==> config.mk <==
export PLATFORM = sky130hd
export DESIGN_NAME = pit_top
export DESIGN_NICKNAME = d
export VERILOG_FILES = /design/src/rtl/pit_pkg.sv /design/src/rtl/pit_core.sv /design/src/rtl/pit_top.sv
export VERILOG_INCLUDE_DIRS = /design/src /design/src/rtl
export SDC_FILE = /design/constraint.sdc
export NUM_CORES = 1
export LEC_CHECK = 0
export ABC_AREA = 1
export BUFFER_PORTS_ARGS = -buffer_cell sky130_fd_sc_hd__buf_4
export CORE_AREA = 3 3 138 140
export DETAILED_ROUTE_END_ITERATION = 16
export DIE_AREA = 0 0 141 143
export GPL_ROUTABILITY_DRIVEN = 0
export PLACE_DENSITY = 0.57
export SYNTH_ARGS = -nofsm -noshare
export SYNTH_HDL_FRONTEND = slang
export SYNTH_HIERARCHICAL = 1
export SYNTH_SLANG_ARGS = --single-unit
export TNS_END_PERCENT = 1
==> constraint.sdc <==
create_clock -name i_clk -period 3.38 [get_ports i_clk]
set_input_delay 0.507 -clock i_clk [delete_from_list [all_inputs] [get_ports i_clk]]
set_output_delay 0.507 -clock i_clk [all_outputs]
set_load 0.01 [all_outputs]
==> src/rtl/pit_params.svh <==
// constants for the prescaled interval timer
// assumes inclusion by bare name from rtl files
`ifndef PIT_PARAMS_SVH
`define PIT_PARAMS_SVH
`define PIT_PSC_W        4
`define PIT_CNT_W        16
`define PIT_TIMERS       2
`define PIT_ADDR_W       12
`define PIT_REG_CTRL0    12'h000
`define PIT_REG_PERIOD0  12'h004
`define PIT_REG_STAT0    12'h008
`define PIT_REG_CTRL1    12'h010
`define PIT_REG_PERIOD1  12'h014
`define PIT_REG_STAT1    12'h018
`define PIT_REG_GPIO     12'h020
`define PIT_CTRL_STOP    4
`define PIT_CTRL_RELOAD  5
`define PIT_GPIO_HPEN    0
`define PIT_GPIO_OUT1EN  1
`define PIT_CTRL_RST     32'h0000_0010
`define PIT_PERIOD_RST   16'hFFFF
`endif

==> src/rtl/pit_pkg.sv <==
// types for the prescaled interval timer
// assumes nothing of its surroundings
package pit_pkg;
  typedef enum logic [2:0] {
    PIT_IDLE  = 3'b001,
    PIT_SETUP = 3'b010,
    PIT_ACC   = 3'b100
  } pit_apb_st_t;
endpackage : pit_pkg

==> src/rtl/pit_core.sv <==
// one timer channel: prescaler plus down-counter
// assumes control inputs synchronous to i_clk
`timescale 1ns/10ps
`include "pit_params.svh"
module pit_core #(
  parameter int PSC_W = `PIT_PSC_W,
  parameter int CNT_W = `PIT_CNT_W
) (
  input  wire logic             i_clk,
  input  wire logic             i_reset,
  input  wire logic             i_stop,
  input  wire logic             i_reload,
  input  wire logic [PSC_W-1:0] i_divide,
  input  wire logic [CNT_W-1:0] i_period,
  output logic      [PSC_W-1:0] o_psc,
  output logic      [CNT_W-1:0] o_cnt,
  output logic                  o_tick
);
  logic [PSC_W-1:0] psc_q, psc_d;
  logic [CNT_W-1:0] cnt_q, cnt_d;
  logic             tick_q, tick_d;

  always_comb begin
    psc_d  = psc_q;
    cnt_d  = cnt_q;
    tick_d = 1'b0;
    if (i_reload) begin
      psc_d = i_divide;
      cnt_d = i_period;
    end else if (!i_stop) begin
      if (psc_q == '0) begin
        psc_d = i_divide;
        if (cnt_q == '0) begin
          cnt_d  = i_period;
          tick_d = 1'b1;
        end else begin
          cnt_d = cnt_q - 1'b1;
        end
      end else begin
        psc_d = psc_q - 1'b1;
      end
    end
  end

  always_ff @(posedge i_clk) begin
    if (i_reset) begin
      psc_q  <= '0;
      cnt_q  <= '1;
      tick_q <= 1'b0;
    end else begin
      psc_q  <= psc_d;
      cnt_q  <= cnt_d;
      tick_q <= tick_d;
    end
  end

  assign o_psc  = psc_q;
  assign o_cnt  = cnt_q;
  assign o_tick = tick_q;
endmodule : pit_core

==> src/rtl/pit_top.sv <==
// two prescaled interval timers behind an apb slave
// assumes apb master synchronous to i_clk, 32-bit data
//
// Register access over APB and the register addresses were decided locally.
`timescale 1ns/10ps
`include "pit_params.svh"
module pit_top #(
  parameter int PSC_W = `PIT_PSC_W,
  parameter int CNT_W = `PIT_CNT_W
) (
  input  wire logic                   i_clk,
  input  wire logic                   i_reset,
  input  wire logic                   i_psel,
  input  wire logic                   i_penable,
  input  wire logic                   i_pwrite,
  input  wire logic [`PIT_ADDR_W-1:0] i_paddr,
  input  wire logic [31:0]            i_pwdata,
  output logic      [31:0]            o_prdata,
  output logic                        o_pready,
  output logic                        o_pslverr,
  output logic                        o_timer_interrupt_pulse0,
  output logic                        o_timer_interrupt_pulse1,
  output logic                        o_second_timer_output,
  output logic                        o_second_timer_output_oe
);
  localparam int N = `PIT_TIMERS;

  ////////////////////////////////////////////////////////////////////////
  // registers
  logic [PSC_W-1:0] div_q [N], div_d [N];
  logic [CNT_W-1:0] per_q [N], per_d [N];
  logic             stop_q [N], stop_d [N];
  logic             rld_q [N], rld_d [N];
  logic [1:0]       gpio_q, gpio_d;
  logic [31:0]      rdata_q, rdata_d;
  logic             ready_q, ready_d, err_q, err_d;
  logic [PSC_W-1:0] prescale_count [N];
  logic [CNT_W-1:0] cnt [N];
  logic             tick [N];
  logic             irq0_q, irq1_q, pin_q, oe_q;
  pit_pkg::pit_apb_st_t st_q, st_d;

  function automatic logic [31:0] ctrl_word(input logic [PSC_W-1:0] dv,
                                            input logic st,
                                            input logic rl);
    ctrl_word = 32'h0000_0000;
    ctrl_word[PSC_W-1:0] = dv;
    ctrl_word[`PIT_CTRL_STOP] = st;
    ctrl_word[`PIT_CTRL_RELOAD] = rl;
  endfunction : ctrl_word

  ////////////////////////////////////////////////////////////////////////
  // apb slave: one wait state, access answered at second access edge
  always_comb begin
    st_d    = st_q;
    ready_d = 1'b0;
    err_d   = 1'b0;
    rdata_d = rdata_q;
    gpio_d  = gpio_q;
    for (int i = 0; i < N; i++) begin
      div_d[i]  = div_q[i];
      per_d[i]  = per_q[i];
      stop_d[i] = stop_q[i];
      rld_d[i]  = 1'b0; // reload bit self clears after one cycle
    end
    case (st_q)
      pit_pkg::PIT_IDLE: begin
        if (i_psel && !i_penable) st_d = pit_pkg::PIT_SETUP;
      end
      pit_pkg::PIT_SETUP: begin
        if (i_psel && i_penable) begin
          st_d    = pit_pkg::PIT_ACC;
          ready_d = 1'b1;
          rdata_d = 32'h0000_0000;
          case (i_paddr)
            `PIT_REG_CTRL0:   rdata_d = ctrl_word(div_q[0], stop_q[0], 1'b0);
            `PIT_REG_PERIOD0: rdata_d = {16'h0000, per_q[0]};
            `PIT_REG_STAT0:   rdata_d = {12'h000, prescale_count[0], cnt[0]};
            `PIT_REG_CTRL1:   rdata_d = ctrl_word(div_q[1], stop_q[1], 1'b0);
            `PIT_REG_PERIOD1: rdata_d = {16'h0000, per_q[1]};
            `PIT_REG_STAT1:   rdata_d = {12'h000, prescale_count[1], cnt[1]};
            `PIT_REG_GPIO:    rdata_d = {30'h0, gpio_q};
            default:          err_d = 1'b1;
          endcase
          if (i_pwrite) begin
            case (i_paddr)
              `PIT_REG_CTRL0: begin
                div_d[0]  = i_pwdata[PSC_W-1:0];
                stop_d[0] = i_pwdata[`PIT_CTRL_STOP];
                rld_d[0]  = i_pwdata[`PIT_CTRL_RELOAD];
              end
              `PIT_REG_PERIOD0: per_d[0] = i_pwdata[CNT_W-1:0];
              `PIT_REG_CTRL1: begin
                div_d[1]  = i_pwdata[PSC_W-1:0];
                stop_d[1] = i_pwdata[`PIT_CTRL_STOP];
                rld_d[1]  = i_pwdata[`PIT_CTRL_RELOAD];
              end
              `PIT_REG_PERIOD1: per_d[1] = i_pwdata[CNT_W-1:0];
              `PIT_REG_GPIO:    gpio_d = i_pwdata[1:0];
              default:          ;
            endcase
          end
        end else if (!i_psel) begin
          st_d = pit_pkg::PIT_IDLE;
        end
      end
      pit_pkg::PIT_ACC: begin
        st_d = (i_psel && !i_penable) ? pit_pkg::PIT_SETUP
                                      : pit_pkg::PIT_IDLE;
      end
      default: st_d = pit_pkg::PIT_IDLE;
    endcase
  end

  always_ff @(posedge i_clk) begin
    if (i_reset) begin
      st_q    <= pit_pkg::PIT_IDLE;
      ready_q <= 1'b0;
      err_q   <= 1'b0;
      rdata_q <= 32'h0000_0000;
      gpio_q  <= 2'h1;
      for (int i = 0; i < N; i++) begin
        div_q[i]  <= '0;
        per_q[i]  <= `PIT_PERIOD_RST;
        stop_q[i] <= 1'b1;
        rld_q[i]  <= 1'b0;
      end
    end else begin
      st_q    <= st_d;
      ready_q <= ready_d;
      err_q   <= err_d;
      rdata_q <= rdata_d;
      gpio_q  <= gpio_d;
      for (int i = 0; i < N; i++) begin
        div_q[i]  <= div_d[i];
        per_q[i]  <= per_d[i];
        stop_q[i] <= stop_d[i];
        rld_q[i]  <= rld_d[i];
      end
    end
  end

  ////////////////////////////////////////////////////////////////////////
  // timer channels
  for (genvar g = 0; g < N; g++) begin : g_tmr
    pit_core #(.PSC_W(PSC_W), .CNT_W(CNT_W)) u_core (
      .i_clk    (i_clk),
      .i_reset  (i_reset),
      .i_stop   (stop_q[g]),
      .i_reload (rld_q[g]),
      .i_divide (div_q[g]),
      .i_period (per_q[g]),
      .o_psc    (prescale_count[g]),
      .o_cnt    (cnt[g]),
      .o_tick   (tick[g])
    );
  end

  ////////////////////////////////////////////////////////////////////////
  // outputs
  always_ff @(posedge i_clk) begin
    if (i_reset) begin
      irq0_q <= 1'b0;
      irq1_q <= 1'b0;
      pin_q  <= 1'b0;
      oe_q   <= 1'b0;
    end else begin
      irq0_q <= tick[0];
      irq1_q <= tick[1];
      pin_q  <= tick[1];
      oe_q   <= !gpio_q[`PIT_GPIO_HPEN] && gpio_q[`PIT_GPIO_OUT1EN];
    end
  end

  assign o_prdata                 = rdata_q;
  assign o_pready                 = ready_q;
  assign o_pslverr                = err_q;
  assign o_timer_interrupt_pulse0 = irq0_q;
  assign o_timer_interrupt_pulse1 = irq1_q;
  assign o_second_timer_output    = pin_q;
  assign o_second_timer_output_oe = oe_q;
endmodule : pit_top

### Word-level counts from Yosys, hierarchy flattened

Memory sizes are Yosys's and may differ from the RTL's.
Index checks and enable logic that the tools add are counted.

* flip-flop bits (word level): 84
* bits in writable memories: 44
* input bits: 49
* output and inout bits: 38
* logic and storage cells: 124
* memories kept: 4

Memory list
* per_q: words 2, width 16, read ports 2, clocked after memory_dff 0, write ports 2, line pit_top.sv:31 `logic [CNT_W-1:0] per_q [N], per_d [N];`
* div_q: words 2, width 4, read ports 2, clocked after memory_dff 0, write ports 2, line pit_top.sv:30 `logic [PSC_W-1:0] div_q [N], div_d [N];`
* rld_q: words 2, width 1, read ports 2, clocked after memory_dff 0, write ports 2, line pit_top.sv:33 `logic rld_q [N], rld_d [N];`
* stop_q: words 2, width 1, read ports 2, clocked after memory_dff 0, write ports 2, line pit_top.sv:32 `logic stop_q [N], stop_d [N];`

* $add $sub $neg: 4
* equal/unequal tests: 13
* muxes and demuxes: 55
* bitwise logic cells: 12
* reductions and logical operators: 22

Operators with widths (count)
* $mux 16: 12
* $pmux 20 s7: 1
* $mux 32: 3
* $mux 4: 10
* $eq 12x5->1 const B: 3
* $logic_not 16->1: 2
* $sub 16x1->16 const B: 2
* $mux 8: 3
* $mux 1: 15
* $mux 2: 7
* $eq 12x3->1 const B: 1
* $eq 12x4->1 const B: 1
* $eq 12x6->1 const B: 1
* $logic_not 12->1: 1
* $mux 3: 3
* $pmux 3 s3: 1
* $logic_not 4->1: 2
* $or 1x1->1: 8
* $reduce_and 2->1: 4
* $reduce_or 4->1: 2
* $sub 4x1->4 const B: 2
* $reduce_or 7->1: 1
* $ne 2x2->1 const B: 3
* $not 1->1: 4
* 10 further kinds: 14

### Logic depth before layout (Yosys ltp)

* depth in word-level cells: 6
* gate-level depth with buffers: 11

### Modules after synthesis

The synthesis kept the hierarchy.

Modules (own cells, without submodules)
* pit_top: instances 1, cells an instance 498, area an instance 4037.6 um^2, seq. area each 1481.4 um^2
* pit_core: instances 2, cells an instance 265, area an instance 1556.5 um^2, seq. area each 420.4 um^2

### Least setup slack after synthesis

Ideal clock, no wire load.

* path kind: input port to flip-flop
* start point: input port i_paddr[7]
* end point: memory per_q[0][0] (netlist name)
* setup time: 146 ps
* arrival time: 1441 ps
* data required time: 3234 ps
* setup slack: 1793 ps
* stages: 7
* buffers on the path: 1
* cells stage by stage: nor2_4 nand2_4 nor2_4 nand4_4 buf_2 nand2_1 o211ai_2

RTL lines
* start, declared: line pit_top.sv:16 `` input wire logic [`PIT_ADDR_W-1:0] i_paddr, ``
* end, declared: line pit_top.sv:31

### Final worst setup path

* start point: register st_q[0]
* end point: register err_q, in the netlist o_pslverr

* cells in the longest elaborated chain, start to end: 3

Ends and longest elaborated chain
* start, declared: line pit_top.sv:41 `pit_pkg::pit_apb_st_t st_q, st_d;`
* start signal, assigned: line pit_top.sv:117 `st_q <= pit_pkg::PIT_IDLE;`
* start signal, assigned: line pit_top.sv:129 `st_q <= st_d;`
* $eq 3x2->1: line pit_top.sv:66 `case (st_q)`
* $not 1->1 (no source line)
* $reduce_or 3->1 (no source line)
* end signal, assigned: line pit_top.sv:131 `err_q <= err_d;`
* end, declared: line pit_top.sv:36 `logic ready_q, ready_d, err_q, err_d;`

No other way between the ends.
A chain may end at the register's enable or synchronous reset.

==> impl_metrics.py <==
metrics = {
    "run_status": {
        "run_status": "completed",
    },
    "sta": {
        "setup_viol": 0,
        "worstMarginPinSlew_ns": 0.957,
        "relSlewSlack_pct": 36.2,
        "fmax_ghz": 0.464,
        "fin_crit_sh_pct": 63.8,
        "post-route-min-period_ns": 2.16,
        "hold_viol": 0,
        "slew_violations": 0,
        "rsz0062_at_grt": "no",
        "skew_ns": 0.00636,
        "tns_ns": 0,
        "setup_slack_ns": 1.22,
    },
    "critical_path": {
        "rrSetupSlack_ns": 1.22,
        "crit_chain": "inv_1 -> nand3_2 -> nor2_4 -> buf_4 -> inv_1 -> nor2_1 -> inv_1 -> nor4_1",
        "slowest_stage": "inv_1",
        "cp-end-kind": "register",
        "worstPathRequired_ns": 3.71,
        "critPathMaxFanout": 22,
        "r2r_start": "st_q[0]$_SDFFE_PP1P_",
        "crit_top_cell": "inv_1",
        "max_stage_delay_ns": 0.39,
        "cp-start-kind": "register",
        "worstPathArrival_ns": 2.49,
        "startpoint": "st_q[0]$_SDFFE_PP1P_",
        "path_class": "register to register",
    },
    "synth": {
        "synth-simple-area-share_pct": 39.3,
        "synth_top_family_by_area": "simple AND/OR/NAND/NOR gates",
        "syn_area_per_cell_um2": 6.96,
        "ys_seq_area_share_pct": 32.5,
        "syn_inst": 1028,
        "ys_seq_elements": 116,
        "synthXorXnorAreaFrac_pct": 0.490,
        "netlist_top_cells_area": "dfxtp_1, nand2_1, nand3_1, inv_1, o211ai_2",
        "netlist_area_um2": 7150,
        "synthTopCellsByCount": "nand2_1, nand3_1, inv_1",
        "yosysMostFrequentCell": "nand2_1",
        "synth_top_area_share_pct": 32.5,
        "synth_fa_ha_area_share_pct": 1.05,
        "synth-edff-count": 0,
        "synthArstFlopShare_pct": 0,
        "synth_compound_area_share_pct": 14.3,
        "synth-main-ff-cell": "dfxtp_1",
        "synth_top_cell_by_area": "dfxtp_1",
        "synth.distinct_cells": 40,
        "yosysWarnings": 6,
        "synth_mux_area_share_pct": 0,
    },
    "flow_run": {
        "maxCapViolCount": 0,
    },
    "drt": {
        "vias": 6514,
        "drt_iter0_drc": 428,
        "ant_nets": 0,
        "met2WireLength_mm": 8.64,
        "routedWlPerCell_um": 14.6,
        "met3_length_um": 587,
        "drt-met1-wl_mm": 9.39,
        "wirelength_mm": 19.0,
        "firstDrtPassIters": 5,
        "dr.max_layer_used": "met4",
        "vias_per_cell": 4.98,
        "drc": 0,
    },
    "floorplan": {
        "core_area_um2": 18000,
        "io_pins": 87,
        "die-height_um": 143,
        "start_util_pct": 39.8,
        "fp.dieW_um": 141,
        "design.die.area_um2": 20200,
        "placementRows": 49,
    },
    "finish": {
        "multi_input_area_um2": 3990,
        "area_growth_syn_to_layout_pct": 14.5,
        "diodes": 0,
        "final_cells": 1307,
        "fill_cells": 1870,
        "layout-drive-gt1-share_pct": 20.1,
        "fin_nets": 1120,
        "ff_latch_area_um2": 2320,
    },
    "placement": {
        "dp.cells": 1275,
        "dp_hpwl_mm": 13.6,
        "dp_slack_ns": 0.999,
        "io_buffers": 58,
    },
    "grt": {
        "grt_pass1_vias": 6118,
        "grt_util_all_layers_pct": 19.4,
        "antenna_found_initial": 0,
        "grt_pass1_wl_mm": 31.4,
        "grt_max_degree": 59,
        "grt_overflow": 0,
    },
    "power_and_ir_drop": {
        "pwr_density_cell_nw_per_um2": 405,
        "ir_drop_uv": 403,
        "leakage_uw": 0.00401,
    },
    "clock_network": {
        "cts.sinks": 116,
        "cts.clk_slew.worst_paths_ns": 0.05,
        "post-cts-setup-buffer-count": 0,
        "root_buffer": "clkbuf_16",
        "cts_hold_buffers": 0,
        "clock_latency_ns": 0.42,
        "cts_made_buffers": 17,
        "cts_resized": 0,
        "clock_path_buffers": 2,
        "cts_max_level": 4,
        "tritoncts": "built",
    },
    "hold_path": {
        "hp-start": "i_pwdata[4]",
        "hp-class": "primary input to register",
    },
}
per-stage QoR:
step	power (uW)	cell area (um2)	util (%)	hold WS [ns]
floorplan	1490	7190	-	0.388
global placement	1530	7590	42.3	0.440
detailed placement	1530	7590	42.3	0.444
CTS	3350	8190	45.6	0.316
global route	3420	8190	45.6	0.338
finish	3320	8190	45.6	0.328
cell usage in the layout, fill, tap and decap left out, types with 2 or more instances in the layout:
master	n
a21oi_1	56
a21oi_2	13
a31oi_1	2
buf_4	61
bufinv_16	2
clkbuf_1	2
clkbuf_16	17
clkbuf_8	5
clkinv_2	3
clkinvlp_4	3
conb_1	12
dfxtp_1	116
ha_1	6
inv_1	124
inv_2	13
nand2_1	271
nand2_2	17
nand2_4	10
nand3_1	144
nand3_2	7
nand3b_1	2
nand4_1	15
nor2_1	65
nor2_2	7
nor2_4	18
nor2_8	5
nor3_1	5
nor4_1	2
o2111ai_1	2
o211ai_1	7
o211ai_2	32
o21ai_0	15
o21ai_1	4
o21bai_1	2
o31ai_1	3
xnor2_1	4
cells by family (layout without fill, tap and decap cells):
logic type      Yosys count  after routing
buf+inv                 192            231
other cells               1             12
xor+xnor                  4              4
compound gates          138            138
simple gates            571            571
flops                   116            116
fa+ha+maj                 6              6
worst max-delay path, delay by kind of cell, from the launching register on:
family,cells,cell delay (ns)
and+or+nand+nor,4,0.95
buffers and inverters,4,0.80
DFF,1,0.31
registers in the layout (all words and copies together), names as in the netlist:
register,cells
o_second_timer_output,1
stop_q,2
o_prdata,20
o_second_timer_output_oe,1
per_q,32
g_tmr.u_core/o_tick,2
g_tmr.u_core/o_psc,8
g_tmr.u_core/o_cnt,32
div_q,8
o_pready,1
o_timer_interrupt_pulse0,1
o_pslverr,1
st_q,3
gpio_q,2
rld_q,2
per-layer routing:
layer,track usage (%),vias to the layer above
li1,-,3394
met1,27.0,2985
met2,30.6,108
met3,2.98,27
met4,7.09,0
met5,0,-
final cells by class:
| type | instances | share of cell area [%] |
|---|---|---|
| multi-input cells | 731 | 48.7 |
| flip-flops and latches | 116 | 28.4 |
| inverters | 137 | 6.28 |
| clock buffers | 24 | 6.13 |
| repair buffers | 62 | 5.84 |
| well taps | 229 | 3.50 |
| clock inverters | 8 | 1.19 |
power breakdown:
group          switching (uW)  internal [uW]  total [uW]
combinational            93.3           40.0         133
sequential              0.934           1370        1370
clock                     636           1180        1810
path summary, 6_finish.rpt:
kind / to / cells past startpoint
max: o_pslverr$_SDFF_PP0_ / 8
min: stop_q[0][0]$_SDFFE_PP1P_ / 3
max reg2reg: o_pslverr$_SDFF_PP0_ / 8
min reg2reg: o_timer_interrupt_pulse0$_SDFF_PP0_ / 2
(Power assumes the default switching activity.)
